[src/ll_dram_params.svh]
// Offsets, field positions, reset values and timing counts of the DRAM core.
`ifndef LL_DRAM_PARAMS_SVH
`define LL_DRAM_PARAMS_SVH
`define LL_ADDR_W        20
`define LL_BANK_W        3
`define LL_CFG_LSB       0
`define LL_BURST_LSB     3
`define LL_CFG_SEL_1     3'h0
`define LL_CFG_SEL_2     3'h1
`define LL_CFG_SEL_3     3'h2
`define LL_LAT_1         4'h4
`define LL_LAT_2         4'h6
`define LL_LAT_3         4'h8
`define LL_RL_MAX        8
`define LL_BURST_SEL_2   2'h0
`define LL_BURST_SEL_4   2'h1
`define LL_BURST_SEL_8   2'h2
`define LL_BURST_2       4'h2
`define LL_BURST_4       4'h4
`define LL_BURST_8       4'h8
`define LL_MODE_RUN_RST  2'h2
`define LL_CFG_RESET     3'h0
`define LL_BURST_RESET   2'h0
`endif

[src/ll_dram_pkg.sv]
// Types shared by the DRAM read, refresh and initialization logic.
`include "ll_dram_params.svh"
package ll_dram_pkg;
	typedef struct packed {
		logic                  ck;
		logic                  diffOk;
		logic                  csN;
		logic                  weN;
		logic                  refN;
		logic [`LL_BANK_W-1:0] bank;
		logic [`LL_ADDR_W-1:0] addr;
	} pins_t;

	typedef struct packed {
		logic                  valid;
		logic [`LL_BANK_W-1:0] bank;
		logic [`LL_ADDR_W-1:0] addr;
	} entry_t;

	typedef enum logic [2:0] {
		CMD_IDLE,
		CMD_READ,
		CMD_WRITE,
		CMD_REFRESH,
		CMD_MODE
	} cmd_kind_t;
endpackage : ll_dram_pkg

[src/ll_dram_core.sv]
// Read burst, per-bank refresh and mode-load logic of the DRAM device.
`timescale 1ns/1ps
`default_nettype none
`include "ll_dram_params.svh"
module ll_dram_core #(
	parameter int DATA_W = 18,
	parameter int ROW_W  = 13,
	parameter int BANKS  = 8
) (
	input  wire logic                    clk,
	input  wire logic                    rst,
	input  wire ll_dram_pkg::pins_t      pins,
	input  wire logic [DATA_W-1:0]       coreData,
	output var  logic [DATA_W-1:0]       readData,
	output var  logic                    readDataOe,
	output var  logic [1:0]              readDataClockPair,
	output var  logic                    readValidStrobe,
	output var  logic [`LL_ADDR_W-1:0]   coreAddr,
	output var  logic [`LL_BANK_W-1:0]   coreBank,
	output var  logic                    refreshPulse,
	output var  logic [`LL_BANK_W-1:0]   refreshBank,
	output var  logic [ROW_W-1:0]        refreshRow,
	output var  logic                    initDone
);
	import ll_dram_pkg::*;

	localparam int MAXRL = `LL_RL_MAX;

	generate
		if (DATA_W < 2 || DATA_W % 2 != 0 || BANKS != 2 ** `LL_BANK_W ||
		    ROW_W < 1) begin : g_bad
			$error("ll_dram_core: unsupported parameter values");
		end
	endgenerate

	typedef struct packed {
		pins_t                         sA;
		pins_t                         sB;
		logic                          ckPrev;
		entry_t [MAXRL-1:0]            pipe;
		logic [2:0]                    cfg;
		logic [1:0]                    bsel;
		logic [1:0]                    modeRun;
		logic                          modeSeen;
		logic [3:0]                    beatsLeft;
		logic                          stuck;
		logic [`LL_ADDR_W-1:0]         coreAddr;
		logic [`LL_BANK_W-1:0]         coreBank;
		logic [DATA_W-1:0]             q;
		logic                          qOe;
		logic [1:0]                    qk;
		logic                          strobe;
		logic [BANKS-1:0][ROW_W-1:0]   rowCnt;
		logic [BANKS-1:0]              refreshed;
		logic                          initDone;
		logic                          refreshPulse;
		logic [`LL_BANK_W-1:0]         refreshBank;
		logic [ROW_W-1:0]              refreshRow;
	} state_t;

	state_t    s;
	state_t    next_s;
	logic      rise;
	logic      fall;
	cmd_kind_t kind;
	logic [3:0] rl;
	logic [3:0] bl;
	logic [2:0] rlIdx;
	logic      modeReset;
	entry_t    newEntry;

	assign rise = s.sB.ck & ~s.ckPrev;
	assign fall = ~s.sB.ck & s.ckPrev;
	assign rlIdx = 3'(rl - 4'h1);
	assign modeReset = rise && kind == CMD_MODE &&
	                   s.modeRun >= `LL_MODE_RUN_RST;

	always_comb begin
		kind = CMD_IDLE;
		if (!s.sB.csN) begin
			if (s.sB.weN && s.sB.refN) begin
				kind = CMD_READ;
			end else if (!s.sB.weN && s.sB.refN) begin
				kind = CMD_WRITE;
			end else if (s.sB.weN && !s.sB.refN) begin
				kind = CMD_REFRESH;
			end else begin
				kind = CMD_MODE;
			end
		end
	end

	always_comb begin
		case (s.cfg)
			`LL_CFG_SEL_2: rl = `LL_LAT_2;
			`LL_CFG_SEL_3: rl = `LL_LAT_3;
			default:       rl = `LL_LAT_1;
		endcase
		case (s.bsel)
			`LL_BURST_SEL_4: bl = `LL_BURST_4;
			`LL_BURST_SEL_8: bl = `LL_BURST_8;
			default:         bl = `LL_BURST_2;
		endcase
	end

	always_comb begin
		next_s = s;
		newEntry = '0;
		next_s.sA = pins;
		next_s.sB = s.sA;
		next_s.ckPrev = s.sB.ck;
		// Both read clocks follow the input clock, so they never stop.
		next_s.qk = {2{s.sB.ck}};
		next_s.refreshPulse = 1'b0;
		if (rise) begin
			newEntry.valid = kind == CMD_READ;
			newEntry.bank = s.sB.bank;
			newEntry.addr = s.sB.addr;
			next_s.pipe = {s.pipe[MAXRL-2:0], newEntry};
			// Writes take no read resource, so they pass straight on.
			if (kind == CMD_READ) begin
				next_s.stuck = 1'b0;
			end
			if (kind == CMD_REFRESH) begin
				next_s.rowCnt[s.sB.bank] = ROW_W'(s.rowCnt[s.sB.bank] + 1'b1);
				next_s.refreshPulse = 1'b1;
				next_s.refreshBank = s.sB.bank;
				next_s.refreshRow = s.rowCnt[s.sB.bank];
				next_s.refreshed[s.sB.bank] = 1'b1;
				if (&next_s.refreshed && s.modeSeen) begin
					next_s.initDone = 1'b1;
				end
			end
			if (kind == CMD_MODE) begin
				next_s.cfg = s.sB.addr[`LL_CFG_LSB +: 3];
				next_s.bsel = s.sB.addr[`LL_BURST_LSB +: 2];
				next_s.modeSeen = 1'b1;
				if (s.modeRun != 2'h3) begin
					next_s.modeRun = 2'(s.modeRun + 1'b1);
				end
				if (modeReset) begin
					next_s.rowCnt = '0;
					next_s.refreshed = '0;
					next_s.initDone = 1'b0;
					next_s.pipe = '0;
					next_s.beatsLeft = '0;
					next_s.stuck = 1'b0;
					next_s.strobe = 1'b0;
				end
			end else begin
				next_s.modeRun = 2'h0;
			end
		end
		if ((rise || fall) && !modeReset) begin
			if (s.beatsLeft != 4'h0) begin
				// The core word was fetched one edge early; drive it now.
				next_s.q = coreData;
				next_s.qOe = 1'b1;
				next_s.beatsLeft = 4'(s.beatsLeft - 1'b1);
				next_s.coreAddr = `LL_ADDR_W'(s.coreAddr + 1'b1);
				if (s.beatsLeft == 4'h1) begin
					next_s.strobe = 1'b0;
				end
			end else begin
				next_s.q = '0;
				next_s.qOe = 1'b0;
			end
			// A read due at the next rise loads here, on the same edge as
			// the last word of the burst before it, so no gap opens.
			if (fall && s.pipe[rlIdx].valid && s.beatsLeft <= 4'h1) begin
				next_s.strobe = 1'b1;
				next_s.coreAddr = s.pipe[rlIdx].addr;
				next_s.coreBank = s.pipe[rlIdx].bank;
				next_s.beatsLeft = bl;
			end
		end
		// A bad input clock in a burst latches the strobe high.
		if (!s.sB.diffOk && s.beatsLeft != 4'h0) begin
			next_s.stuck = 1'b1;
		end
		if (next_s.stuck) begin
			next_s.strobe = 1'b1;
		end
	end

	always_ff @(posedge clk or posedge rst) begin
		if (rst) begin
			s <= '0;
		end else begin
			s <= next_s;
		end
	end

	assign readData = s.q;
	assign readDataOe = s.qOe;
	assign readDataClockPair = s.qk;
	assign readValidStrobe = s.strobe;
	assign coreAddr = s.coreAddr;
	assign coreBank = s.coreBank;
	assign refreshPulse = s.refreshPulse;
	assign refreshBank = s.refreshBank;
	assign refreshRow = s.refreshRow;
	assign initDone = s.initDone;
endmodule : ll_dram_core
`default_nettype wire

[config.mk]
export PLATFORM = sky130hd
export DESIGN_NAME = ll_dram_core
export DESIGN_NICKNAME = d
export VERILOG_FILES = /design/src/ll_dram_pkg.sv /design/src/ll_dram_core.sv
export VERILOG_INCLUDE_DIRS = /design/src
export SDC_FILE = /design/constraint.sdc
export NUM_CORES = 1
export LEC_CHECK = 0
export BUFFER_PORTS_ARGS = -buffer_cell sky130_fd_sc_hd__buf_2
export CELL_PAD_IN_SITES_DETAIL_PLACEMENT = 1
export CELL_PAD_IN_SITES_GLOBAL_PLACEMENT = 1
export CORE_AREA = 2 2 150 298
export CTS_CLUSTER_DIAMETER = 120
export DETAILED_ROUTE_END_ITERATION = 8
export DIE_AREA = 0 0 152 300
export PLACE_DENSITY = 0.82
export SLEW_MARGIN = 20
export SYNTH_ARGS = -nofsm -noshare
export SYNTH_HDL_FRONTEND = slang
export SYNTH_SLANG_ARGS = --single-unit
[constraint.sdc]
create_clock -name clk -period 24.1 [get_ports clk]
set_input_delay 3.615 -clock clk [delete_from_list [all_inputs] [get_ports clk]]
set_output_delay 3.615 -clock clk [all_outputs]
set_load 0.05 [all_outputs]
==> results of run 1 <==
-- sequential cells by signal, summed over array words and instances, names as in the netlist --
signal	cells
coreAddr	20
coreBank	3
initDone	1
next_s	29
readData	18
readDataClockPair	1
readDataOe	1
readValidStrobe	1
refreshBank	3
refreshPulse	1
refreshRow	13
s	344
-- cell families (layout without fill, tap and decap cells) --
group	after synthesis	after routing	share of synthesized area
other cells	0	1	0
flops	435	435	0.5651
simple gates	632	632	0.1415
mux	44	44	0.03436
fa+ha+maj	13	13	0.008445
buf+inv	221	234	0.06119
xor+xnor	7	7	0.004353
compound gates	473	473	0.1851
-- layout make-up --
cell class	count	share of cell area
antenna	1	0.0001195
clock buffer	56	0.05408
clock inverter	15	0.004422
inverter	26	0.005258
multi-input combinational	1169	0.3462
sequential	435	0.5200
tap	550	0.03287
timing repair buffer	137	0.03711
-- metrics by stage --
step,util,setup slack (ns),hold slack (ns),total power [mW],instances
after global placement,0.4539,17.78,0.3330,1.307,2317
final,0.4827,18.70,0.3435,1.927,2389
after CTS,0.4822,18.25,0.3431,1.946,2388
after detailed placement,0.4539,17.67,0.3356,1.331,2317
after floorplan,-,8.368,0.3312,1.235,1825
after global routing,0.4827,18.33,0.3490,2.018,2388
-- layout by cell type, fill, tap and decap left out, types with 8 or more instances in the layout --
cell,n
sky130_fd_sc_hd__clkbuf_1,10
sky130_fd_sc_hd__o31ai_1,27
sky130_fd_sc_hd__o22ai_1,8
sky130_fd_sc_hd__and3_1,8
sky130_fd_sc_hd__mux2i_1,16
sky130_fd_sc_hd__inv_1,23
sky130_fd_sc_hd__nand2b_1,9
sky130_fd_sc_hd__o21ai_1,11
sky130_fd_sc_hd__nand3_1,46
sky130_fd_sc_hd__o21ai_0,73
sky130_fd_sc_hd__nor2_1,72
sky130_fd_sc_hd__ha_1,12
sky130_fd_sc_hd__nand2_1,420
sky130_fd_sc_hd__dfrtp_1,433
sky130_fd_sc_hd__buf_4,23
sky130_fd_sc_hd__a31oi_1,10
sky130_fd_sc_hd__a21oi_1,58
sky130_fd_sc_hd__a22o_1,27
sky130_fd_sc_hd__buf_2,110
sky130_fd_sc_hd__clkbuf_16,41
sky130_fd_sc_hd__mux2_2,13
sky130_fd_sc_hd__clkinv_2,10
sky130_fd_sc_hd__o2bb2ai_1,191
sky130_fd_sc_hd__nor3_1,19
-- routing by layer --
layer,up-vias,part of all wire
li1,6353,-
met1,7388,0.36
met2,387,0.54
met3,185,0.035
met4,0,0.069
met5,-,0
-- power by group through the flow --
stage / registers [mW] / clock network (mW) / logic, mW
2_1_floorplan: 0.902 / 0 / 0.333
3_3_place_gp: 0.919 / 0 / 0.388
3_5_place_dp: 0.927 / 0 / 0.405
4_1_cts: 0.915 / 0.623 / 0.407
5_1_grt: 0.930 / 0.652 / 0.435
6_report: 0.917 / 0.609 / 0.401
-- worst max-delay path by stage --
stage | to | depth (start not counted) | slack, ns
after global routing | next_s[405] | 4 | 18.33
after CTS | s[87] | 4 | 18.25
after global placement | refreshRow[6] | 4 | 17.78
after detailed placement | refreshBank[2] | 4 | 17.67
final | s[61] | 4 | 18.70
after floorplan | coreAddr[0] | 1 | 8.37
==> results.txt, run 1 <==
- Outcome: finished clean
- At the worst endpoint, the arrival time is 6.00 ns.
- Fraction of power consumed by the clock network: 0.316
- Hold Path Depth: 0
- Broken down by cell family, the worst path's largest delay share belongs to buffers and inverters.
* Net count of the mapped netlist: 1886
* Reported net switching power: 0.6463 mW
- The final count of hold timing violations is 0.
- CP Max Fanout: ~120
* Mapped Avg Cell Area: 10.55 um^2
* TritonCTS clock tree: yes
- Clock Skews: 0.02781 ns
* Clock input transition at the sequential cells of the worst setup and hold paths: approximately 0.06 ns
- Core outline area: about 0.043 mm^2
- Crit path buffers/inverters: 4
- Die Width: 152 um
- LEAKAGE: 9.188 nW
* Worst-Skew Late Latency: 0.56 ns
- Final estimated routing congestion in global placement: 0.8883
* # hold bufs at CTS: 0
- Maximum number of pins on one net before global-route repair: 222
* H-tree Lvls: 2
- After detailed routing, the average wire length per cell comes to approximately 23 um.
- WL final: 54720 um
- Fraction of final layout cells with drive strength greater than 1: 0.1404
* Ys async rst share: 1.000
- In this run, CTS created clock tree buffers numbering 41.
- Routing usage on met1: 0.2602
* Number of warnings printed during yosys synthesis: 0
* Top cells by count, synth: sky130_fd_sc_hd__dfrtp_1, sky130_fd_sc_hd__nand2_1, sky130_fd_sc_hd__o2bb2ai_1, sky130_fd_sc_hd__clkbuf_1, sky130_fd_sc_hd__o21ai_0
- After the first detailed-routing iteration, the DRC count stood at roughly 900.
- Antenna violations before repair: 1
- Across all layers, the routed design uses between 10000 and 15000 vias.
* Relative contribution of combinational cells to total power: 0.208
* Cell type contributing the most total cell area after synthesis: sky130_fd_sc_hd__dfrtp_1
* Die Height: 300 um
- Setup violations remaining at the end of the flow were counted as 0.
* R2R setup slack: around 20 ns
- Sequential element share of the synthesized area: 0.5651
- Internal power comes to 1.281 mW.
- The tree is rooted in a sky130_fd_sc_hd__clkbuf_16.
- Pre-antenna DRT Iters: 7
- Area of combinational cells with multiple inputs: 0.007248 mm^2
- Met2 Track Usage GR: 0.4463
- Worst Tran Pin Value: between 1 and 1.5 ns
- Largest incremental delay on the critical path: 0.85 ns
- The worst-case IR drop observed on VDD is between 0.07 and 0.08 mV.
- After routing the design area is 0.02094 mm^2.
- The worst setup path is launched from an input port.
* Number of nets at the end of the flow: 1871
- Measured in cells, the most critical reg-to-reg path has a length of 7.
* Post-Synthesis Cells: 1825
- M3 GR Usage: 0.02998
* Top-Level Pins: 111
- For this configuration, the core starts out at a cell density of 0.4441.
- In this run the most critical hold path is launched from next_s[398].
* Total number of placement rows: about 110
* Switching share of power: 0.3354
* Global-route wire length before repair: 88170 um
* Leading cell type by number of instances after synthesis: sky130_fd_sc_hd__dfrtp_1
- Critical setup path kind: in2async
* List of cells traversed by the critical path: buf_2 -> inv_8 -> buf_4 -> buf_6
* GRT Overall Usage: 0.2415
- Once placement finished, the instance area stood at 0.01969 mm^2.
- The die covers 0.04560 mm^2.
* Longest Clk Path Bufs: 3
* Highest clock rate: 0.1851 GHz
- Once the clock tree was built, the resizer swapped 0 gates to a different size.
* Launch point of the worst path: rst
* Layout area overhead: 8.704%
- Post-synth top flop: sky130_fd_sc_hd__dfrtp_1
- Slowest cell on the critical path: sky130_fd_sc_hd__buf_4
- Counting the fill cells in the layout gives between 4000 and 5000.
- RSZ-0062 raised after global routing: false
- The worst hold path belongs to the class reg2reg.
- Critical Path End Type: asynchronous set/reset pin
* Setup TNS after final layout: 0 ns
- The number of global-route vias before repair came to 15713.
- HPWL after detailed placement: roughly 36000 um
- The tool flagged a number of max-cap violations equal to 0.
- Port buffering added 110 buffers.
- Final Cycle Share: 0.2241
- Max transition margin: 0.1920
* Post-synth design cell area: 0.01926 mm^2
- PwrDens: 92.03 mW/mm^2
* Synth area leaders: sky130_fd_sc_hd__dfrtp_1, sky130_fd_sc_hd__o2bb2ai_1, sky130_fd_sc_hd__nand2_1
- Final count of pins violating max slew: 0
- Count of distinct cell types in the synthesized netlist: 83
* DRC: 0
- Counting every sink on the clock net gives 435.
- Beginning of the worst register-to-register path: readDataClockPair[0]
- The worst register-to-register path ends at s[59].
- Buffers added to address setup during post-CTS repair amount to 0.
- In this run the most used layer during global routing was met2.
* Total grt overflow: 0
* Flop pwr share: 0.476
- Hold Path End: s[398]
- Number of flops mapped to enable cells by yosys: 0
- Crit path required time: approximately 25 ns
* Number of nets with antenna violations after detailed routing: 0
- Flop and latch count out of synthesis: ~440
- Yosys top cell area share: 0.5651
* Average via count per standard cell: around 6.0
- Post-layout min period: 5.401 ns
* Register area: 0.01089 mm^2
(Power assumes the default switching activity.)
==> run 2: changes to the inputs <==
==> constraint.sdc (replaced) <==
create_clock -name clk -period 5.6 [get_ports clk]
set_input_delay 0.84 -clock clk [delete_from_list [all_inputs] [get_ports clk]]
set_output_delay 0.84 -clock clk [all_outputs]
set_load 0.05 [all_outputs]
==> results.txt, run 2 (same netlist as run 1, synthesis figures left out) <==
- Post-CTS setup-driven buffer insertion count: 0 (unchanged)
- The layout cell share with drive strength beyond 1 was 0.1430 (was 0.1404).
- The register with the most flip-flops was s (unchanged).
- The detailed placer's ending HPWL is 37600 um (was 36090 um).
- Number of vias after detailed routing: 14512 (was 14313)
* TritonCTS clock tree: yes (unchanged)
* Number of violations of the max-capacitance limit: 0 (unchanged)
* PwrDens: 406.1 mW/mm^2 (was 92.03 mW/mm^2)
* Maximum number of pins on one net before global-route repair: 197 (was 222)
* Number of nets at the end of the flow: 1871 (unchanged)
- Outcome: finished clean (unchanged)
- The clock sink count came to 435 (unchanged).
- The wire length after detailed routing was 57090 um (was 54720 um).
- H-tree Lvls: 2 (unchanged)
- The number of violations reported at the end of detailed-routing iteration 0 is 937 (was 904).
- Critical path startpoint category: register (was input port)
- Post-layout min period: 3.490 ns
- The proportion of power drawn by flip-flops and latches is 0.463 (was 0.476).
- Total number of placement rows: 108 (unchanged)
- The total iterations of the first detailed-routing run was 5 (was 7).
- Die outline area: 0.04560 mm^2 (unchanged)
- The cell chosen for the clock root is sky130_fd_sc_hd__clkbuf_16 (unchanged).
- Clock Skews: 0.02275 ns (was 0.02781 ns)
- Worst-Skew Late Latency: 0.55 ns (was 0.56 ns)
* Die Width: 152 um (unchanged)
* Crit path arrival time: 3.89 ns (was 6.00 ns)
* Global-route wire length before repair: 90310 um (was 88170 um)
* Cell-internal power: 5.803 mW (was 1.281 mW)
- # hold bufs at CTS: 0 (unchanged)
- The most common library cell in the layout ignoring fill and taps is sky130_fd_sc_hd__dfrtp_1 (unchanged).
* Longest Clk Path Bufs: 3 (unchanged)
- Initial core utilization: 0.4441 (unchanged)
* Layout area overhead: 9.834% (was 8.704%)
* Beginning of the worst register-to-register path: s[404] (was readDataClockPair[0])
- The post-layout total power came to 8.593 mW (was 1.927 mW).
- Fraction of power consumed by the clock network: 0.340 (was 0.316)
- The largest vdd supply drop was 0.2369 mV (was 0.07518 mV).
- Number of global-route vias before repair: 15875 (was 15713)
- The clock transition at the register clock pins on the worst setup and hold paths after CTS came to 0.06 ns (about the same).
- The number of buffers added by the clock tree synthesis step came to 40 (was 41).
* Length in cells of the worst reg-to-reg path: 8 (was 7)
* Post-DR wirelength/cell: 23.89 um (was 22.90 um)
- Relative contribution of combinational cells to total power: 0.198 (was 0.208)
- Highest clock rate: approximately 0.29 GHz
* GRT Overall Usage: 0.2499 (was 0.2415)
- Number of hold violations in the final report: 0 (unchanged)
- Final estimated routing congestion in global placement: 0.9921 (was 0.8883)
* Final Cycle Share: 0.6231
- The number of setup violations in the final report came to 0 (unchanged).
- Switching share of power: 0.3246 (was 0.3354)
- Setup WS pre-CTS: 2.119 ns (was 17.67 ns)
- Number of flip-flops in the largest register: 344 (unchanged)
- The number of antenna violations at the first check in global routing was 2 (was 1).
- RSZ-0062 raised after global routing: false (unchanged).
- Number of nets with antenna violations after detailed routing: 0 (unchanged)
- The least setup slack across all paths after layout is 2.110 ns (was 18.70 ns).
- Total grt overflow: 0 (unchanged)
- The number of remaining DRC errors was 0 (unchanged).
* PortBufs: 110 (unchanged)
- Number of resized instances in the post-cts repair step: 0 (unchanged)
- Average via count per standard cell: 6.072 (was 5.991)
* Hold slack: 0.3244 ns (was 0.3435 ns)
* Crit path required time: 6.00 ns (was 24.70 ns)
- CP Max Fanout: 16 (was 115)
* Final count of pins violating max slew: 0 (unchanged)
- Die Height: 300 um (unchanged)
* Top-Level Pins: 111 (unchanged)
- Critical Path End Type: register (was asynchronous set/reset pin)
* Max transition margin: 0.2357 (was 0.1920)
- The slew at the pin with the worst max-slew slack was 1.138 ns (was 1.201 ns).
* Reported net switching power: 2.789 mW (was 0.6463 mW)
- Core outline area: 0.04338 mm^2 (unchanged)
* FILL cells: 4699 (was 4691)
* Launch point of the worst path: s[404] (was rst)
- Critical setup path kind: reg2reg (was in2async)
* Commonest cells after routing, fill and taps aside: sky130_fd_sc_hd__dfrtp_1, sky130_fd_sc_hd__nand2_1, sky130_fd_sc_hd__o2bb2ai_1 (unchanged)
* LEAKAGE: 9.274 nW (was 9.188 nW)
* Class of the most critical hold timing path: in2async (was reg2reg)
## run 2: changes by cell type in the layout (fill, tap and decap cells not counted), moves of 3 or more
cell,previous run,this run
sky130_fd_sc_hd__bufinv_16,0,5
sky130_fd_sc_hd__o21ai_1,11,8
sky130_fd_sc_hd__clkinv_2,10,4
sky130_fd_sc_hd__buf_6,3,0
sky130_fd_sc_hd__clkbuf_8,5,10
## run 2: per-layer routing
metal	vias to the layer above	GRT usage	routed length [um]
met4	2	0.1822	4491
li1	6356	-	-
met2	431	0.4542	30470
met5	-	0	11
met1	7506	0.2648	20070
met3	217	0.03113	2049
## run 2: layout make-up
class / instances / area [um^2] / area share
diodes: 1 / 2.502 / 0.0001183
clock inverters: 12 / 197.7 / 0.009344
clock buffers: 59 / 1194 / 0.05642
multi-input cells: 1169 / 7262 / 0.3432
well taps: 550 / 688.2 / 0.03253
repair buffers: 138 / 818.3 / 0.03868
flip-flops and latches: 435 / 10890 / 0.5146
inverters: 26 / 106.4 / 0.005027
## run 2: stage by stage
stage	setup TNS [ns]	cell area (um^2)	utilization	std cells
after floorplan	-485.16	19270	-	1825
after global placement	0	19720	0.4547	2317
after detailed placement	0	19730	0.4549	2317
after CTS	0	21120	0.4869	2388
after global routing	0	21160	0.4877	2390
final	0	21160	0.4877	2390
## run 2: final timing paths
check                         endpoint  slack [ns]
min in group clk                s[390]        0.34
max                        coreAddr[2]        2.11
max reg2reg                coreAddr[2]        2.11
min                             s[403]        0.32
max in group asynchronous   readDataOe        3.91
min reg2reg                     s[390]        0.34
## run 2: critical path, cell delays in order (launching register included)
cell and delay [ns]:
sky130_fd_sc_hd__dfrtp_1 0.35, sky130_fd_sc_hd__inv_1 0.07, sky130_fd_sc_hd__ha_1 0.34, sky130_fd_sc_hd__or4b_2 0.73, sky130_fd_sc_hd__or3_1 0.63, sky130_fd_sc_hd__nand2b_1 0.57, sky130_fd_sc_hd__a21oi_1 0.33, sky130_fd_sc_hd__a21oi_1 0.25
sky130_fd_sc_hd__a21oi_1 0.05
## run 2: power by group through the flow
| stage | sequential, mW | combinational [mW] | clock, mW |
|---|---|---|---|
| 6_report | 3.98 | 1.70 | 2.92 |
| 5_1_grt | 4.03 | 1.83 | 3.09 |
| 3_5_place_dp | 4.02 | 1.71 | 0 |
| 4_1_cts | 3.97 | 1.71 | 2.98 |
| 2_1_floorplan | 3.88 | 1.43 | 0 |
| 3_3_place_gp | 3.99 | 1.64 | 0 |
